### config.mk
export PLATFORM = sky130hd
export DESIGN_NAME = pac_conv_port
export DESIGN_NICKNAME = d
export VERILOG_FILES = /design/src/rtl/pac_pkg.sv /design/src/rtl/pac_sar_core.sv /design/src/rtl/pac_conv_port.sv
export SDC_FILE = /design/constraint.sdc
export NUM_CORES = 1
export LEC_CHECK = 0
export ABC_AREA = 1
export ABC_CLOCK_PERIOD_IN_PS = 17700
export BUFFER_PORTS_ARGS = -buffer_cell sky130_fd_sc_hd__buf_4
export CAP_MARGIN = 40
export CORE_ASPECT_RATIO = 0.5
export CORE_UTILIZATION = 40
export DETAILED_ROUTE_END_ITERATION = 7
export SLEW_MARGIN = 20
export SYNTH_ARGS = -nofsm -noshare
export SYNTH_HDL_FRONTEND = slang
export SYNTH_SLANG_ARGS = --single-unit
### constraint.sdc
create_clock -name clk -period 17.7 [get_ports clk]
set_clock_uncertainty 0.1 [all_clocks]
set_input_delay 1.77 -clock clk [delete_from_list [all_inputs] [get_ports clk]]
set_output_delay 1.77 -clock clk [all_outputs]
set_load 0.01 [all_outputs]
### src/rtl/pac_pkg.sv
package pac_pkg;

  // ---------------------------------------------------------------
  // Widths and bit positions
  // ---------------------------------------------------------------
  localparam int ADC_W = 10;
  localparam int LEVEL_W = 12;
  localparam int PROD_W = LEVEL_W + ADC_W;
  localparam int RESULT_BIT_LSB = 0;
  localparam int RESULT_BIT_MSB = ADC_W - 1;
  localparam logic [ADC_W-1:0] CODE_ALL_ONES = 10'h3ff;
  localparam logic [ADC_W-1:0] CODE_ALL_ZEROS = 10'h000;
  localparam logic [ADC_W-1:0] TRIAL_FIRST = 10'h200;

  // ---------------------------------------------------------------
  // Timing
  // ---------------------------------------------------------------
  localparam int CLK_NS = 4;
  // Internal step period; one step resolves one bit
  localparam int INT_STEP_NS = 500;
  localparam int INT_STEP_CYC = (INT_STEP_NS + CLK_NS - 1) / CLK_NS;
  // Delay before the internal clock gives way to the external one
  localparam int EXT_SWITCH_NS = 4000;
  localparam int EXT_SWITCH_CYC = (EXT_SWITCH_NS + CLK_NS - 1) / CLK_NS;
  // No external edge for this long means the input is stalled low or tied high
  localparam int EXT_IDLE_NS = 4000;
  localparam int EXT_IDLE_CYC = (EXT_IDLE_NS + CLK_NS - 1) / CLK_NS;
  // Longest time from read fall to done flag high
  localparam int DONE_CLR_NS = 20;
  localparam int DONE_CLR_CYC = (DONE_CLR_NS / CLK_NS < 1) ? 1 :
                                DONE_CLR_NS / CLK_NS;
  localparam int CNT_W = 11;
  localparam logic [7:0] INT_STEP_LAST = 8'(INT_STEP_CYC - 1);
  localparam logic [CNT_W-1:0] EXT_SWITCH_LAST = CNT_W'(EXT_SWITCH_CYC - 1);
  localparam logic [CNT_W-1:0] EXT_IDLE_LAST = CNT_W'(EXT_IDLE_CYC - 1);

  // ---------------------------------------------------------------
  // Types
  // ---------------------------------------------------------------
  typedef enum logic [1:0] {st_track, st_convert, st_transfer} pac_state_e;

  typedef struct packed {
    logic cs_n;
    logic wr_n;
    logic rd_n;
  } pac_strobe_s;

  typedef struct packed {
    logic [ADC_W-1:0] data;
    logic oe;
  } pac_bus_s;

endpackage

### src/rtl/pac_sar_core.sv
`timescale 1ns/1ps
module pac_sar_core (
  input wire logic clk,
  input wire logic rst,
  input wire logic start,
  input wire logic step,
  input wire logic [pac_pkg::LEVEL_W-1:0] held,
  input wire logic [pac_pkg::LEVEL_W-1:0] ref_upper,
  input wire logic [pac_pkg::LEVEL_W-1:0] ref_lower,
  output logic [pac_pkg::ADC_W-1:0] result,
  output logic finish
);

  logic [pac_pkg::ADC_W-1:0] code_ff, nxt_code;
  logic [pac_pkg::ADC_W-1:0] trial_ff, nxt_trial;
  logic [pac_pkg::ADC_W-1:0] result_ff, nxt_result;
  logic busy_ff, nxt_busy;
  logic finish_ff, nxt_finish;
  logic [pac_pkg::ADC_W-1:0] trial_code;
  logic [pac_pkg::PROD_W-1:0] lhs;
  logic [pac_pkg::PROD_W-1:0] rhs;
  logic [pac_pkg::LEVEL_W-1:0] span;
  logic keep;
  logic sat_hi;
  logic sat_lo;

  // ---------------------------------------------------------------
  // Compare scaled input against trial level
  // ---------------------------------------------------------------
  assign sat_hi = held >= ref_upper;
  assign sat_lo = held <= ref_lower;
  assign span = ref_upper - ref_lower;
  assign trial_code = code_ff | trial_ff;
  // Guarded against underflow; the low saturation overrides it anyway
  assign lhs = sat_lo ? '0 :
               {held - ref_lower, pac_pkg::CODE_ALL_ZEROS};
  assign rhs = pac_pkg::PROD_W'(span) * pac_pkg::PROD_W'(trial_code);
  assign keep = lhs >= rhs;

  always_comb begin
    nxt_code = code_ff;
    nxt_trial = trial_ff;
    nxt_busy = busy_ff;
    nxt_result = result_ff;
    nxt_finish = 1'b0;
    if (start) begin
      nxt_code = '0;
      nxt_trial = pac_pkg::TRIAL_FIRST;
      nxt_busy = 1'b1;
    end else if (busy_ff && step) begin
      if (keep) begin
        nxt_code = trial_code;
      end
      nxt_trial = trial_ff >> 1;
      if (trial_ff[0]) begin
        nxt_busy = 1'b0;
        nxt_finish = 1'b1;
        if (sat_hi) begin
          nxt_result = pac_pkg::CODE_ALL_ONES;
        end else if (sat_lo) begin
          nxt_result = pac_pkg::CODE_ALL_ZEROS;
        end else begin
          nxt_result = keep ? trial_code : code_ff;
        end
      end
    end
  end

  always_ff @(posedge clk or posedge rst) begin
    if (rst) begin
      code_ff <= '0;
      trial_ff <= '0;
      result_ff <= '0;
      busy_ff <= 1'b0;
      finish_ff <= 1'b0;
    end else begin
      code_ff <= nxt_code;
      trial_ff <= nxt_trial;
      result_ff <= nxt_result;
      busy_ff <= nxt_busy;
      finish_ff <= nxt_finish;
    end
  end

  assign result = result_ff;
  assign finish = finish_ff;

endmodule

### src/rtl/pac_conv_port.sv
// Notes on behaviour
// - Read and convert strobes count only while chip select is low.
// - Convert strobe rising edge under chip select starts a conversion.
// - Input is held from the start edge through the whole conversion.
// - Outside conversions the block tracks the input.
// - Result goes to the latch first, then done flag falls.
// - Latch changes only the cycle before done falls and holds until the next.
// - Chip select and read low drive the latch onto the bus.
// - Read strobe falling edge returns done flag high within a bound, except in the transfer cycle, where done falls.
// - Code saturates at all ones and all zeros at the references.
// - External clock, when running, replaces internal one after delay.
`timescale 1ns/1ps
module pac_conv_port (
  input wire logic clk,
  input wire logic rst,
  input wire pac_pkg::pac_strobe_s strobe,
  input wire logic external_clock_in,
  input wire logic [pac_pkg::LEVEL_W-1:0] analog_input,
  input wire logic [pac_pkg::LEVEL_W-1:0] ref_upper,
  input wire logic [pac_pkg::LEVEL_W-1:0] ref_lower,
  output pac_pkg::pac_bus_s result_bus,
  output logic done_n,
  output logic sampling
);

  pac_pkg::pac_state_e state_ff, nxt_state;
  logic wr_prev_ff, rd_prev_ff;
  logic [pac_pkg::LEVEL_W-1:0] hold_ff, nxt_hold;
  logic [pac_pkg::ADC_W-1:0] latch_ff, nxt_latch;
  logic done_n_ff, nxt_done_n;
  logic ext_prev_ff;
  logic ext_on_ff, nxt_ext_on;
  logic [pac_pkg::CNT_W-1:0] act_cnt_ff, nxt_act_cnt;
  logic [pac_pkg::CNT_W-1:0] idle_cnt_ff, nxt_idle_cnt;
  logic [7:0] div_ff, nxt_div;
  logic start;
  logic rd_fall;
  logic ext_edge;
  logic int_tick;
  logic step_tick;
  logic sar_start;
  logic sar_finish;
  logic [pac_pkg::ADC_W-1:0] sar_result;

  // ---------------------------------------------------------------
  // Strobe edges
  // ---------------------------------------------------------------
  assign start = !strobe.cs_n && strobe.wr_n && !wr_prev_ff;
  assign rd_fall = !strobe.cs_n && !strobe.rd_n && rd_prev_ff;
  assign sar_start = start && (state_ff == pac_pkg::st_track);

  // ---------------------------------------------------------------
  // Step clock selection
  // ---------------------------------------------------------------
  assign ext_edge = external_clock_in && !ext_prev_ff;
  assign int_tick = div_ff == pac_pkg::INT_STEP_LAST;
  // Internal steps stop once the external clock has taken over
  assign step_tick = ext_on_ff ? ext_edge : int_tick;

  always_comb begin
    nxt_div = int_tick ? '0 : div_ff + 8'h01;
    nxt_act_cnt = act_cnt_ff;
    nxt_ext_on = ext_on_ff;
    nxt_idle_cnt = ext_edge ? '0 : idle_cnt_ff;
    if (!ext_edge && idle_cnt_ff != pac_pkg::EXT_IDLE_LAST) begin
      nxt_idle_cnt = idle_cnt_ff + 11'h001;
    end
    // A stalled or tied-high input falls back to the internal clock
    if (!ext_edge && idle_cnt_ff == pac_pkg::EXT_IDLE_LAST) begin
      nxt_act_cnt = '0;
      nxt_ext_on = 1'b0;
    end else if (act_cnt_ff == pac_pkg::EXT_SWITCH_LAST) begin
      nxt_ext_on = 1'b1;
    end else if (ext_edge || act_cnt_ff != '0) begin
      nxt_act_cnt = act_cnt_ff + 11'h001;
    end
  end

  always_ff @(posedge clk or posedge rst) begin
    if (rst) begin
      div_ff <= '0;
      ext_prev_ff <= 1'b1;
      ext_on_ff <= 1'b0;
      act_cnt_ff <= '0;
      idle_cnt_ff <= pac_pkg::EXT_IDLE_LAST;
    end else begin
      div_ff <= nxt_div;
      ext_prev_ff <= external_clock_in;
      ext_on_ff <= nxt_ext_on;
      act_cnt_ff <= nxt_act_cnt;
      idle_cnt_ff <= nxt_idle_cnt;
    end
  end

  // ---------------------------------------------------------------
  // Conversion sequence
  // ---------------------------------------------------------------
  pac_sar_core u_sar (
    .clk(clk),
    .rst(rst),
    .start(sar_start),
    .step(step_tick),
    .held(hold_ff),
    .ref_upper(ref_upper),
    .ref_lower(ref_lower),
    .result(sar_result),
    .finish(sar_finish)
  );

  always_comb begin
    nxt_state = state_ff;
    nxt_hold = hold_ff;
    nxt_latch = latch_ff;
    nxt_done_n = done_n_ff;
    if (rd_fall) begin
      nxt_done_n = 1'b1;
    end
    case (state_ff)
      pac_pkg::st_track: begin
        nxt_hold = analog_input;
        if (start) begin
          nxt_state = pac_pkg::st_convert;
        end
      end
      pac_pkg::st_convert: begin
        // Convert strobes during conversion are ignored; the hold stays frozen
        if (sar_finish) begin
          nxt_latch = sar_result;
          nxt_state = pac_pkg::st_transfer;
        end
      end
      pac_pkg::st_transfer: begin
        nxt_done_n = 1'b0;
        nxt_state = pac_pkg::st_track;
      end
      default: begin
        nxt_state = pac_pkg::st_track;
      end
    endcase
  end

  always_ff @(posedge clk or posedge rst) begin
    if (rst) begin
      state_ff <= pac_pkg::st_track;
      wr_prev_ff <= 1'b1;
      rd_prev_ff <= 1'b1;
      hold_ff <= '0;
      latch_ff <= '0;
      done_n_ff <= 1'b1;
    end else begin
      state_ff <= nxt_state;
      wr_prev_ff <= strobe.wr_n;
      rd_prev_ff <= strobe.rd_n;
      hold_ff <= nxt_hold;
      latch_ff <= nxt_latch;
      done_n_ff <= nxt_done_n;
    end
  end

  // ---------------------------------------------------------------
  // Outputs
  // ---------------------------------------------------------------
  assign result_bus.data = latch_ff;
  assign result_bus.oe = !strobe.cs_n && !strobe.rd_n;
  assign done_n = done_n_ff;
  assign sampling = state_ff == pac_pkg::st_track;

  // ---------------------------------------------------------------
  // Checks
  // ---------------------------------------------------------------
  localparam int DONE_WAIT = pac_pkg::DONE_CLR_CYC;
endmodule

==> results_tabular.tex, run 1 <==
\begin{tabular}{lr}
\hline
Metric & Value \\
\hline
\multicolumn{2}{l}{\textbf{Placement}} \\
Count of placed standard cells including taps & about 1600 \\
Post-place setup slack & 7.95 ns \\
RD Place Congestion & roughly 0.9 \\
Detail Placement HPWL & between 15 and 20 mm \\
Number of buffers added on ports & 54 \\
\multicolumn{2}{l}{\textbf{Min path}} \\
Number of cells on the worst hold path & 1 \\
Beginning of the worst hold path & u\_sar.finish \\
Type of the worst min-delay path & reg -> reg \\
\multicolumn{2}{l}{\textbf{STA}} \\
Worst Setup Slack, final & 8.28 ns \\
Final critical-path required period & roughly 9.4 ns \\
Final Hold Violating Endpoints & 0 \\
RSZ-0062 raised after global routing & no \\
Maximum operating frequency & 0.106 GHz \\
Final Setup Violations & 0 \\
Total Negative Setup Slacks & 0 ns \\
Final period util & between 50\% and 60\% \\
Actual transition at the worst max-transition pin & roughly 0.82 ns \\
Max-slew violation total from the final report & 0 \\
Relative max-transition margin & 44.9\% \\
\multicolumn{2}{l}{\textbf{Clock tree}} \\
H-tree levels & 3 \\
Clock latency of the later-clocked register in the worst-skew pair & 0.34 ns \\
Number of cells upsized or downsized after cts & 0 \\
Clk root buf & clkbuf\_16 \\
CTS Buf Count & 9 \\
Setup bufs post-CTS & 0 \\
Number of clock sinks & between 90 and 100 \\
Post-cts hold buffer count & 0 \\
Register clock-pin slew on the reported worst setup and hold paths & 0.06 ns \\
Clock tree from TritonCTS & done \\
Maximum count of clock buffers along a single path & 2 \\
\multicolumn{2}{l}{\textbf{Critical path}} \\
Maximum cell stage delay along the critical path & 0.53 ns \\
Path type of the worst setup path & in -> reg \\
Worst Setup End Kind & flip-flop \\
Number of buffer and inverter stages on the critical path & 10 \\
Required @ worst endpoint & 17.86 ns \\
Number of logic stages on the critical path including buffering & 42 \\
Crit path launch type & primary input \\
Worst path slowest cell & fa\_1 \\
Timing startpoint of the critical path & ref\_upper[0] \\
Critical path peak fanout & 10 \\
Worst path top cell family by delay & adder cells \\
Data arrival time of the critical path & 9.58 ns \\
Dominant cell type by count on the critical path & inv\_1 \\
Worst flop-to-flop path startpoint & u\_sar.trial\_ff[1] \\
Worst Reg-to-Reg Cells & 32 \\
\multicolumn{2}{l}{\textbf{Synth}} \\
Net Count, Synth & 1430 \\
Gate count after technology mapping & approximately 1200 \\
Synthesis-stage register bit count & 91 \\
Syn Area/Cell & 7.96 µm² \\
Library cell with the largest summed area after synthesis & dfrtp\_1 \\
Proportion of register bits with asynchronous set or reset after synthesis & 100\% \\
Most repeated cell in the gate-level netlist after synthesis & inv\_1 \\
Post-synth top area share & around a fifth \\
Ys flop type & dfrtp\_1 \\
Summed instance area of the synthesized netlist & $\sim$9500 µm² \\
Number of warnings reported in the yosys synthesis log & 0 \\
Netlist cell types & 52 \\
List of most frequent post-synthesis cells & inv\_1, nand2\_1, nor2\_1 \\
EDFF count, synth & 0 \\
Post-synthesis sequential area ratio & between 20\% and 30\% \\
Dominant cells by area after synthesis & dfrtp\_1, fa\_1, ha\_1, inv\_1, nand2\_1 \\
\multicolumn{2}{l}{\textbf{Status}} \\
Run status & completed \\
\multicolumn{2}{l}{\textbf{Route}} \\
Total routed wirelength & 22.7 mm \\
First-iteration detailed-routing DRC count & around 530 \\
Total vias in the final route & 7905 \\
DRC violations left & 0 \\
Per-cell routed wire length & 14.4 µm \\
Remaining antenna violation count & 0 \\
DRT Pass-1 Iters & 5 \\
Via-to-Cell Ratio & 5.03 \\
\multicolumn{2}{l}{\textbf{Cells and area}} \\
Signed area change from the synthesized netlist to the final layout & 11.8\% \\
Post-route insts no fill & approximately 1600 \\
Net total in the final layout & between 1000 and 1500 \\
ANT cells & 0 \\
\# fillers & 2313 \\
Final Util & 46.2\% \\
Fraction of final layout cells sized beyond drive strength 1 & 11.1\% \\
\multicolumn{2}{l}{\textbf{Floorplanning}} \\
Chip Height & 111 µm \\
Total core area & about 23000 µm² \\
Full die area & 24500 µm² \\
Starting density of the core & 41.3\% \\
Std-Cell Rows & 39 \\
Die Span X & 220 µm \\
Top-Level Pins & 55 \\
\multicolumn{2}{l}{\textbf{Run}} \\
Total of max-cap violations & 0 \\
\multicolumn{2}{l}{\textbf{Global route}} \\
Maximum number of pins on one net before global-route repair & 53 \\
Overall global routing resource usage & 20.0\% \\
Congestion Overflow GR & 0 \\
Via count of the first global-routing pass & 8069 \\
Initial antenna violation count & 0 \\
First-pass GRT wire length & 39.5 mm \\
\hline
\end{tabular}
==> worst register-to-register path: cells and delay by family (launching register included) <==
family          cells  cell delay [ns]
fa+ha+maj           7             2.97
simple gates       11             1.50
compound gates      8             1.45
buf+inv             5             0.70
flops               1             0.40
xor+xnor            1             0.16
==> final timing paths <==
path | slack [ns] | end
max | 8.28 | u_sar.result[4]
min | 0.36 | state_ff[0]
max reg2reg | 10.31 | u_sar.code_ff[0]
min reg2reg | 0.36 | state_ff[0]
max in group asynchronous | 15.00 | div_ff[1]
min in group asynchronous | 1.41 | idle_cnt_ff[10]
==> cell families after synthesis <==
kind of cell	synth area share (%)
buffers and inverters	10.5
AND/OR/NAND/NOR	19.5
AO/OA/AOI/OAI	10.8
multiplexers	1.30
adder cells (fa/ha/maj)	31.2
XOR/XNOR	2.65
flip-flops	24.0
==> routing by layer <==
metal	up-vias	share of wire, %	GRT usage [%]
met5	-	0	0
met4	0	0.91	3.68
met3	15	2.7	2.03
met2	121	46	32.1
met1	3849	50	29.2
li1	3920	-	-
==> cell usage in the layout, fill, tap and decap left out, types with 14 or more instances in the layout <==
master and instances:
inv_1 243, nand2_1 210, nor2_1 128, ha_1 110, fa_1 80, dfrtp_1 79
a21oi_1 73, buf_4 63, o21ai_0 49, nand3_1 40, xor2_1 15, nor3_1 14
==> state kept, by name, indices dropped and copies added (netlist names) <==
name	count
act_cnt_ff	11
div_ff	8
done_n	1
ext_on_ff	1
ext_prev_ff	1
hold_ff	12
idle_cnt_ff	11
latch_ff	10
rd_prev_ff	1
state_ff	2
u_sar.busy_ff	1
u_sar.code_ff	10
u_sar.finish	1
u_sar.result	10
u_sar.trial_ff	10
wr_prev_ff	1
==> final cells by class <==
class | count | area (µm²) | share of cell area, %
clock buffer | 12 | 256 | 2.40
clock inverter | 4 | 72.6 | 0.680
inverter | 250 | 940 | 8.81
multi-input combinational | 845 | 6250 | 58.6
sequential | 91 | 2290 | 21.5
tap | 307 | 384 | 3.60
timing repair buffer | 63 | 473 | 4.43
==> through the flow <==
step	hold slack, ns	area [µm²]
finish	0.359	10700
global route	0.376	10700
CTS	0.360	10700
detailed placement	0.352	10300
global placement	0.342	10300
floorplan	0.336	9540
Power of run 1 is left out: the tool's default activity adds up to more than one toggle a clock period on the data nets, which glitch-free logic cannot reach.
==> inputs of run 2 (changes only) <==
ABC_CLOCK_PERIOD_IN_PS = 7800   (was 17700)
clock period = 7.8 ns   (was 17.7 ns; I/O delays follow)
==> run 2 against run 1 <==
  * Final cell count rose by 7.9%
  * Utilization is 6.1 points higher
  * Clock-buffer cell count shrank 2
  * Register-to-register slack lost 9.3 ns
  * Global-route usage grew 1.1 points
  * Largest cell class unchanged
  * Critical path type unchanged
  * Via count rose by 5.5%
  * Hold slack worse by 0.12 ns
  * Sequential share of layout area down 2.5 points
==> results_tabular.tex, run 2 (synthesis results as in run 1) <==
\begin{tabular}{lr}
\hline
Metric & Value \\
\hline
\multicolumn{2}{l}{\textbf{Global route}} \\
Via count of the first global-routing pass & 8668 \\
Overall global routing resource usage & 21.1\% \\
Maximum number of pins on one net before global-route repair & between 40 and 50 \\
Congestion Overflow GR & 0 \\
Initial antenna violation count & 0 \\
First-pass GRT wire length & 41.7 mm \\
\multicolumn{2}{l}{\textbf{Floorplanning}} \\
Std-Cell Rows & 39 \\
Die Span X & 220 µm \\
Top-Level Pins & 55 \\
Full die area & around 25000 µm² \\
Starting density of the core & 41.3\% \\
Total core area & around 23000 µm² \\
Chip Height & 111 µm \\
\multicolumn{2}{l}{\textbf{Clock tree}} \\
H-tree levels & 3 \\
Post-cts hold buffer count & 0 \\
Number of clock sinks & 91 \\
Clk root buf & clkbuf\_16 \\
CTS Buf Count & 9 \\
Maximum count of clock buffers along a single path & 2 \\
Register clock-pin slew on the reported worst setup and hold paths & 0.07 ns \\
Clock latency of the later-clocked register in the worst-skew pair & 0.35 ns \\
Clock tree from TritonCTS & done \\
\multicolumn{2}{l}{\textbf{Critical path}} \\
Worst path slowest cell & fa\_1 \\
Worst Setup End Kind & flip-flop \\
Path type of the worst setup path & in -> reg \\
Maximum cell stage delay along the critical path & 0.55 ns \\
Required @ worst endpoint & 7.98 ns \\
Number of buffer and inverter stages on the critical path & 11 \\
Data arrival time of the critical path & 7.70 ns \\
Critical path peak fanout & 4 \\
Worst path top cell family by delay & adder cells \\
Crit path launch type & primary input \\
\multicolumn{2}{l}{\textbf{Cells and area}} \\
Top Registers & hold\_ff x12, act\_cnt\_ff x11, idle\_cnt\_ff x11 \\
Net total in the final layout & 1616 \\
\# fillers & 2159 \\
Leading cell types in the layout, fill and taps excluded & inv\_1, nand2\_1, buf\_4 \\
Largest Register & hold\_ff \\
Post-route insts no fill & 1696 \\
Most common cell after layout, fill and taps aside & inv\_1 \\
ANT cells & 0 \\
Max FFs per register & 12 \\
Fraction of final layout cells sized beyond drive strength 1 & 24.6\% \\
Signed area change from the synthesized netlist to the final layout & 26.5\% \\
Final standard cell area without fillers & 12100 µm² \\
\multicolumn{2}{l}{\textbf{Route}} \\
Via-to-Cell Ratio & 4.92 \\
DRC violations left & 0 \\
Per-cell routed wire length & 14.4 µm \\
First-iteration detailed-routing DRC count & between 500 and 600 \\
Total vias in the final route & 8337 \\
Remaining antenna violation count & 0 \\
DRT Pass-1 Iters & 7 \\
Total routed wirelength & around 24 mm \\
\multicolumn{2}{l}{\textbf{STA}} \\
Final Setup Violations & 0 \\
Maximum operating frequency & 0.133 GHz \\
Final critical-path required period & 7.52 ns \\
Final Hold Violating Endpoints & 0 \\
Total Negative Setup Slacks & 0 ns \\
Relative max-transition margin & 56.7\% \\
Actual transition at the worst max-transition pin & 0.648 ns \\
Final period util & 96.4\% \\
Max-slew violation total from the final report & 0 \\
Worst Setup Slack, final & 0.277 ns \\
\multicolumn{2}{l}{\textbf{Placement}} \\
Number of buffers added on ports & 54 \\
Detail Placement HPWL & 20.0 mm \\
RD Place Congestion & 0.910 \\
Post-place setup slack & -0.566 ns \\
Total placed instance area & 11100 µm² \\
Count of placed standard cells including taps & 1660 \\
\multicolumn{2}{l}{\textbf{Status}} \\
Run status & completed \\
\multicolumn{2}{l}{\textbf{Run}} \\
Total of max-cap violations & 0 \\
\multicolumn{2}{l}{\textbf{Min path}} \\
Type of the worst min-delay path & in -> async \\
\hline
\end{tabular}
[run 2: cell count changes in the layout (fill, tap and decap cells not counted), moves of 11 or more]
cell / delta
buf_4: +117
nand2_2: +17
inv_1: -11
ha_4: +13
nand2_1: -22
ha_1: -13
a21oi_1: -11
[run 2: worst register-to-register path, delay by kind of cell (launching register included)]
kind	cells	cell delay (ns)
AND/OR/NAND/NOR	11	1.64
adder cells (fa/ha/maj)	7	2.83
flip-flops	1	0.40
XOR/XNOR	1	0.13
AO/OA/AOI/OAI	4	0.52
buffers and inverters	7	1.12
[run 2: per-stage QoR]
| step | utilization, % | hold WS [ns] |
|---|---|---|
| 2_1_floorplan | - | 0.336 |
| 3_3_place_gp | 48.1 | 0.346 |
| 3_5_place_dp | 48.2 | 0.350 |
| 4_1_cts | 50.2 | 0.229 |
| 5_1_grt | 52.3 | 0.238 |
| 6_report | 52.3 | 0.235 |
[run 2: worst paths after layout]
check / endpoint / cells past startpoint / slack, ns / startpoint
min: act_cnt_ff[3] / 2 / 0.23 / rst
max reg2reg: u_sar.result[1] / 30 / 0.98 / u_sar.trial_ff[2]
min reg2reg: state_ff[0] / 1 / 0.36 / u_sar.finish
min in group clk: state_ff[0] / 1 / 0.36 / u_sar.finish
max in group asynchronous: ext_prev_ff / 4 / 6.30 / rst
max: u_sar.result[1] / 36 / 0.28 / ref_upper[3]
[run 2: layout make-up]
type                       instances  area [µm²]  share of cell area, %
inverter                         250         947                   7.85
tap                              307         384                   3.18
clock buffer                      10         229                   1.90
timing repair buffer             186        1430                   11.8
clock inverter                     6        71.3                  0.591
multi-input combinational        846        6720                   55.7
sequential                        91        2290                   19.0
[run 2: timing repair]
action,in CTS,in global routing
pin swaps,27,61
gates resized for setup,19,88
gates cloned,1,0
setup buffers,6,13
endpoints found under the setup margin,20,20
[run 2: routing by layer]
metal	track usage, %	share of wire, %	up-vias
met4	3.77	0.69	0
met3	2.61	3.3	13
met1	29.7	49	4034
met2	34.8	47	126
met5	0	0	-
li1	-	-	4164
Power of run 2 is left out for the same reason.
